--- src/design/irq_flags_7_9_consts.svh ---
// constants of the peripheral request flag registers 7 to 9
// assumes a 12-bit byte address on a plain register port
// Behaviour
// - hardware sets each flag on its event, whatever the enables say
// - clearable flags read 1 after event, stay until software writes 0
// - summary flags read 1 while source pends, ignore bus writes
// - register 0x4B5: pwm summary, pwm period, logic cell 3, two-wire bits
// - register 0x4B6: scanner, capcomp 2, timer 5 gate/overflow, uart2 bits
// - register 0x4B7: logic cell 4 in bit 5, uart3 in bits 3..0
// - pwm summary flag clears only when whole pwm group register is clear
// - two-wire error flag clears only when its error register is clear
// - two-wire general flag clears only when protocol register is clear
// - clear-buffers bit drops two-wire transmit and receive flags
// - uart2 general flag clears only when uart2 interrupt register clear
// - uart2 framing flag clears only when uart2 error register clear
// - uart2 transmit/receive flags follow buffer state, never written
// - uart3 flags behave as uart2 flags, read-only
`ifndef IRQ_FLAGS_7_9_CONSTS_SVH
`define IRQ_FLAGS_7_9_CONSTS_SVH
`define ADDR_REQ7 12'h4b5
`define ADDR_REQ8 12'h4b6
`define ADDR_REQ9 12'h4b7
`define ADDR_IRQ_STATUS 12'h4f0
`define ADDR_IRQ_MASK 12'h4f1
`define REQ_RESET 8'h00
`define IRQ_RESET 3'h0
`define REQ7_IMPL 8'hef
`define REQ9_IMPL 8'h2f
`define BIT_PWM_SUM 7
`define BIT_PWM_PER 6
`define BIT_CLC3 5
`define BIT_TW_ERR 3
`define BIT_TW_GEN 2
`define BIT_TW_TX 1
`define BIT_TW_RX 0
`define BIT_SCAN 7
`define BIT_CCP2 6
`define BIT_TMR5G 5
`define BIT_TMR5 4
`define BIT_UART_GEN 3
`define BIT_UART_ERR 2
`define BIT_UART_TX 1
`define BIT_UART_RX 0
`define BIT_CLC4 5
`endif

--- src/design/irq_flags_7_9_pkg.sv ---
// types shared by the request flag block
// assumes the constants header is included where offsets are needed
package irq_flags_7_9_pkg;
    typedef logic [7:0] byte_t;
    typedef logic [11:0] addr_t;
    typedef logic [2:0] irq_vec_t;
endpackage

--- src/design/peripheral_irq_flags_7_to_9.sv ---
// request flag registers 7, 8 and 9 with a small interrupt summary
// assumes every peripheral input runs on i_clk; no synchronisers needed
//
// Local design decision: strobed register access.
`timescale 1ns/1ps
`include "irq_flags_7_9_consts.svh"
module peripheral_irq_flags_7_to_9 #(
    parameter int SRC_W = 8
) (
    // clock and reset
    input wire logic i_clk,
    input wire logic i_rst,
    // register port
    input wire irq_flags_7_9_pkg::addr_t i_addr,
    input wire irq_flags_7_9_pkg::byte_t i_wdata,
    input wire logic i_wr,
    input wire logic i_rd,
    output irq_flags_7_9_pkg::byte_t o_rdata,
    // one-cycle event pulses of the clearable sources
    input wire logic i_pwm_period_evt,
    input wire logic i_logic_cell_3_evt,
    input wire logic i_memory_scanner_evt,
    input wire logic i_capcomp_2_evt,
    input wire logic i_timer5_gate_evt,
    input wire logic i_timer5_overflow_evt,
    input wire logic i_logic_cell_4_evt,
    // source registers behind the summary flags
    input wire logic [SRC_W-1:0] i_pwm_group_irq_reg,
    input wire logic [SRC_W-1:0] i_twowire_error_reg,
    input wire logic [SRC_W-1:0] i_twowire_protocol_irq_reg,
    input wire logic [SRC_W-1:0] i_uart2_irq_reg,
    input wire logic [SRC_W-1:0] i_uart2_error_reg,
    input wire logic [SRC_W-1:0] i_uart3_irq_reg,
    input wire logic [SRC_W-1:0] i_uart3_error_reg,
    // buffer state levels
    input wire logic i_twowire_tx_req,
    input wire logic i_twowire_rx_req,
    input wire logic i_twowire_clear_buffers_bit,
    input wire logic i_uart2_tx_req,
    input wire logic i_uart2_rx_req,
    input wire logic i_uart3_tx_req,
    input wire logic i_uart3_rx_req,
    // flag bytes and interrupt
    output irq_flags_7_9_pkg::byte_t o_req7,
    output irq_flags_7_9_pkg::byte_t o_req8,
    output irq_flags_7_9_pkg::byte_t o_req9,
    output logic o_irq
);
    import irq_flags_7_9_pkg::*;

    byte_t req7_r;
    byte_t req8_r;
    byte_t req9_r;
    byte_t req7_nxt;
    byte_t req8_nxt;
    byte_t req9_nxt;
    irq_vec_t status_r;
    irq_vec_t mask_r;
    irq_vec_t rise;
    logic wr7;
    logic wr8;
    logic wr9;

    assign wr7 = i_wr && (i_addr == `ADDR_REQ7);
    assign wr8 = i_wr && (i_addr == `ADDR_REQ8);
    assign wr9 = i_wr && (i_addr == `ADDR_REQ9);

    // clearable flag: event sets, write stores, event beats a write of 0
    function automatic logic sw_flag(input logic cur, input logic evt,
                                     input logic wr, input logic wbit);
        logic v;
        v = wr ? wbit : cur;
        return v | evt;
    endfunction

    // next value of every flag
    always_comb begin
        req7_nxt = `REQ_RESET;
        req8_nxt = `REQ_RESET;
        req9_nxt = `REQ_RESET;
        req7_nxt[`BIT_PWM_SUM] = |i_pwm_group_irq_reg;
        req7_nxt[`BIT_PWM_PER] = sw_flag(req7_r[`BIT_PWM_PER], i_pwm_period_evt,
            wr7, i_wdata[`BIT_PWM_PER]);
        req7_nxt[`BIT_CLC3] = sw_flag(req7_r[`BIT_CLC3], i_logic_cell_3_evt,
            wr7, i_wdata[`BIT_CLC3]);
        req7_nxt[`BIT_TW_ERR] = |i_twowire_error_reg;
        req7_nxt[`BIT_TW_GEN] = |i_twowire_protocol_irq_reg;
        req7_nxt[`BIT_TW_TX] = i_twowire_tx_req && !i_twowire_clear_buffers_bit;
        req7_nxt[`BIT_TW_RX] = i_twowire_rx_req && !i_twowire_clear_buffers_bit;
        req8_nxt[`BIT_SCAN] = sw_flag(req8_r[`BIT_SCAN], i_memory_scanner_evt,
            wr8, i_wdata[`BIT_SCAN]);
        req8_nxt[`BIT_CCP2] = sw_flag(req8_r[`BIT_CCP2], i_capcomp_2_evt,
            wr8, i_wdata[`BIT_CCP2]);
        req8_nxt[`BIT_TMR5G] = sw_flag(req8_r[`BIT_TMR5G], i_timer5_gate_evt,
            wr8, i_wdata[`BIT_TMR5G]);
        req8_nxt[`BIT_TMR5] = sw_flag(req8_r[`BIT_TMR5], i_timer5_overflow_evt,
            wr8, i_wdata[`BIT_TMR5]);
        req8_nxt[`BIT_UART_GEN] = |i_uart2_irq_reg;
        req8_nxt[`BIT_UART_ERR] = |i_uart2_error_reg;
        req8_nxt[`BIT_UART_TX] = i_uart2_tx_req;
        req8_nxt[`BIT_UART_RX] = i_uart2_rx_req;
        req9_nxt[`BIT_CLC4] = sw_flag(req9_r[`BIT_CLC4], i_logic_cell_4_evt,
            wr9, i_wdata[`BIT_CLC4]);
        req9_nxt[`BIT_UART_GEN] = |i_uart3_irq_reg;
        req9_nxt[`BIT_UART_ERR] = |i_uart3_error_reg;
        req9_nxt[`BIT_UART_TX] = i_uart3_tx_req;
        req9_nxt[`BIT_UART_RX] = i_uart3_rx_req;
    end

    // flag registers; summary bits take no bus write
    always_ff @(posedge i_clk or posedge i_rst) begin
        if (i_rst) begin
            req7_r <= `REQ_RESET;
            req8_r <= `REQ_RESET;
            req9_r <= `REQ_RESET;
        end else begin
            req7_r <= req7_nxt & `REQ7_IMPL;
            req8_r <= req8_nxt;
            req9_r <= req9_nxt & `REQ9_IMPL;
        end
    end

    // a register reports an event when any of its flags rises
    assign rise[0] = |(req7_nxt & `REQ7_IMPL & ~req7_r);
    assign rise[1] = |(req8_nxt & ~req8_r);
    assign rise[2] = |(req9_nxt & `REQ9_IMPL & ~req9_r);

    // sticky status, cleared by its read; a new rise wins
    always_ff @(posedge i_clk or posedge i_rst) begin
        if (i_rst) begin
            status_r <= `IRQ_RESET;
        end else if (i_rd && (i_addr == `ADDR_IRQ_STATUS)) begin
            status_r <= rise;
        end else begin
            status_r <= status_r | rise;
        end
    end

    // interrupt mask
    always_ff @(posedge i_clk or posedge i_rst) begin
        if (i_rst) begin
            mask_r <= `IRQ_RESET;
        end else if (i_wr && (i_addr == `ADDR_IRQ_MASK)) begin
            mask_r <= i_wdata[2:0];
        end
    end

    // interrupt output follows the status and mask just stored
    always_ff @(posedge i_clk or posedge i_rst) begin
        if (i_rst) begin
            o_irq <= 1'b0;
        end else if (i_rd && (i_addr == `ADDR_IRQ_STATUS)) begin
            o_irq <= |(rise & mask_r);
        end else begin
            o_irq <= |((status_r | rise) & ((i_wr && (i_addr == `ADDR_IRQ_MASK)) ?
                i_wdata[2:0] : mask_r));
        end
    end

    // read data one cycle after the strobe, zero when unmapped
    always_ff @(posedge i_clk or posedge i_rst) begin
        if (i_rst) begin
            o_rdata <= 8'h00;
        end else if (i_rd) begin
            unique case (i_addr)
                `ADDR_REQ7: o_rdata <= req7_r;
                `ADDR_REQ8: o_rdata <= req8_r;
                `ADDR_REQ9: o_rdata <= req9_r;
                `ADDR_IRQ_STATUS: o_rdata <= {5'h00, status_r};
                `ADDR_IRQ_MASK: o_rdata <= {5'h00, mask_r};
                default: o_rdata <= 8'h00;
            endcase
        end else begin
            o_rdata <= 8'h00;
        end
    end

    // flag bytes toward the vector logic
    always_ff @(posedge i_clk or posedge i_rst) begin
        if (i_rst) begin
            o_req7 <= `REQ_RESET;
            o_req8 <= `REQ_RESET;
            o_req9 <= `REQ_RESET;
        end else begin
            o_req7 <= req7_nxt & `REQ7_IMPL;
            o_req8 <= req8_nxt;
            o_req9 <= req9_nxt & `REQ9_IMPL;
        end
    end
endmodule

--- config.mk ---
export PLATFORM = sky130hd
export DESIGN_NAME = peripheral_irq_flags_7_to_9
export DESIGN_NICKNAME = d
export VERILOG_FILES = /design/src/design/irq_flags_7_9_pkg.sv /design/src/design/peripheral_irq_flags_7_to_9.sv
export VERILOG_INCLUDE_DIRS = /design/src /design/src/design
export SDC_FILE = /design/constraint.sdc
export NUM_CORES = 1
export LEC_CHECK = 0
export BUFFER_PORTS_ARGS = -buffer_cell sky130_fd_sc_hd__buf_2
export CELL_PAD_IN_SITES_DETAIL_PLACEMENT = 0
export CELL_PAD_IN_SITES_GLOBAL_PLACEMENT = 1
export CORE_ASPECT_RATIO = 1.25
export CORE_MARGIN = 2
export CORE_UTILIZATION = 30
export DETAILED_ROUTE_END_ITERATION = 12
export MAX_ROUTING_LAYER = met4
export PLACE_DENSITY_LB_ADDON = 0.1
export SLEW_MARGIN = 20
export SYNTH_ARGS = -nofsm -noshare
export SYNTH_HDL_FRONTEND = slang
export SYNTH_SLANG_ARGS = --single-unit
--- constraint.sdc ---
create_clock -name i_clk -period 3.4 [get_ports i_clk]
set_input_delay 0.51 -clock i_clk [delete_from_list [all_inputs] [get_ports i_clk]]
set_output_delay 0.51 -clock i_clk [all_outputs]
set_load 0.01 [all_outputs]
==> qor.yml <==
status: "finished, final reports clean"
final.setup.tns_ps: 0
power_w: 0.0009398
fin_crit_sh_pct: 67.48
worst_ep_arrival_time_ps: 2470
leakagePower_nw: 1.339
synthMuxAreaShare_pct: 7.042
cts_buffer_depth: 2
post_cts_resized: 0
grt_overflow_total: 0
vias: 1880
placedCellCount: 392
global_route.usage.total_pct: 17.85
startpoint_type: "primary input"
cts_setup_buffers: 0
die_width_um: 74.53
synthAdderAreaFrac_pct: 0
row_count: 32
slew_violations: 0
end_kind: "flip-flop"
layout.nets: 408
numClockSinks: 35
drc: 0
postCtsHoldBufs: 0
numPortBuffers: 121
power_density_nw_per_um2: 351.2
drtIter0Drc: 64
synth_edf_count: 0
syn_to_final_growth_pct: 43.46
ys_top_cells_by_area: "dfrtp_1 (47%), nor4_1 (5.4%), inv_1 (3.4%)"
ys_seq_area_share_pct: 46.95
firstDrtPassIters: 4
required_ps: 3580
syn_area_per_cell_um2: 9.871
hold_violations: 0
root_buffer: "clkbuf_8"
avgViaCountPerCell: 4.700
clk_latency_ps: 300
route.detailed.wl_per_inst_um: 14.83
critPathMaxFanout: 6
skew_ps: 12.78
synth_ff_type: "dfrtp_1"
worst_ir_drop_vdd_mv: 0.2226
routed_wl_um: 5932
grt_max_degree: 36
final_util_pct: 43.98
path_class: "in2reg"
drv_cap: 0
gp_congestion: 0.8108
core_um2: 6086
grt_setup_unrepaired: "no"
synthSimpleGateAreaFrac_pct: 22.20
dieArea_um2: 6869
cts_inserted_buffers: 5
synth_async_sr_flop_share_pct: 100.0
yosysWarnings: 0
holdWs_ps: 298.3
ant_nets: 0
die_h_um: 92.17
io_pins: 127
yosysMostFrequentCell: "dfrtp_1"
clk_pin_slew_worst_paths_ps: 80
setup_viol: 0
synth_seq_cells: 35
ys_types: 44
yosys.area.top_type_share_pct: 46.95
grt_pass1_vias: 1880
dpl.hpwl_um: 4768
yosys-top-cells-count: "dfrtp_1 (35), inv_1 (17), nor2_1 (16), nor4_1 (16), nand2_1 (12)"
drive_gt1_share_pct: 48.57
start_util_pct: 30.65
grt_antenna_before_repair: 0
clock.fmax_mhz: 435.8
synth_compound_area_share_pct: 17.77
synth_area_um2: 1866
hold_class: "in2async"
grt_pass1_wl_um: 8990
antennaDiodeCount: 0
fin_cells: 400
yosysTopAreaCell: "dfrtp_1"
period_needed_ps: 2294
synthXorXnorAreaFrac_pct: 0
synth_cells: 189
ctsHtreeMaxLevel: 2
cts_tree: "done"
synth_top_family_by_area: "simple AND/OR/NAND/NOR gates"
worst max-delay path, cell delays in order:
cell	delay (ps)
buf_2	90
or4b_4	570
or4_4	600
mux2_4	320
o21ai_0	100
o2111a_1	210
nor2_1	50
logic make-up (layout without fill, tap and decap cells):
kind of cell | Yosys count | count (layout)
flops | 35 | 35
mux | 12 | 12
simple gates | 72 | 72
compound gates | 44 | 44
buf+inv | 25 | 148
other cells | 1 | 4
path summary, 6_finish.rpt:
path	from	to	slack, ps	depth (start not counted)
hold reg to reg	status_r[0]	status_r[0]	510	1
max in group asynchronous	i_rst	o_req8[1]	2770	3
min in group i_clk	i_uart3_rx_req	o_req9[0]	330	1
setup / recovery	i_addr[9]	o_irq	1110	7
setup reg to reg	o_req8[6]	o_irq	1380	6
hold / removal	i_rst	o_req9[0]	300	3
cells in the final DEF, fill, tap and decap left out, drive strengths merged, types with 2 or more instances in the layout:
master,instances
nor2b,7
buf,123
mux2i,6
o22a,3
nor4,16
nor2,16
mux2,6
o21ai,4
clkbuf,6
o22ai,5
nand2,12
inv,17
or3b,2
nand2b,5
o211ai,2
a211o,3
nand3,3
a21oi,8
conb,4
a21o,4
a22oi,7
nor3,3
or3,2
dfrtp,35
or4,2
sequential cells by signal (all words and copies together) (netlist names):
name / count
o_irq: 1
o_req9: 5
mask_r: 3
o_req8: 8
o_rdata: 8
o_req7: 7
status_r: 3
routing by layer:
layer | part of all wire [%] | GRT usage [%] | vias up
met5 | 0 | - | -
met4 | 1.4 | 5.060 | 0
met3 | 6.7 | 4.176 | 7
met2 | 49 | 29.20 | 72
met1 | 43 | 21.76 | 868
li1 | - | - | 933
per-stage QoR:
| step | area, µm² | worst slack, ps |
|---|---|---|
| global route | 2676 | 963.8 |
| floorplan | 1877 | 1019 |
| finish | 2676 | 1106 |
| CTS | 2676 | 1084 |
| global placement | 2559 | 790.7 |
| detailed placement | 2559 | 787.6 |
power by group:
part	leakage (nW)	switching, W	total, W	internal (W)
clock network	0.0612	0.000159	0.000397	0.000237
registers	0.389	0.00000356	0.000424	0.000420
logic	0.889	0.0000590	0.000119	0.0000603
area by class of cell:
class                   count  area (µm²)
flip-flops and latches     35       875.8
well taps                  85       106.4
inverters                  17       63.81
repair buffers            123       620.6
clock buffers               6       82.58
multi-input cells         132       892.1
clock inverters             2       35.03
fillers                   661        3410
Note: power is estimated with default switching activity, not from simulation.
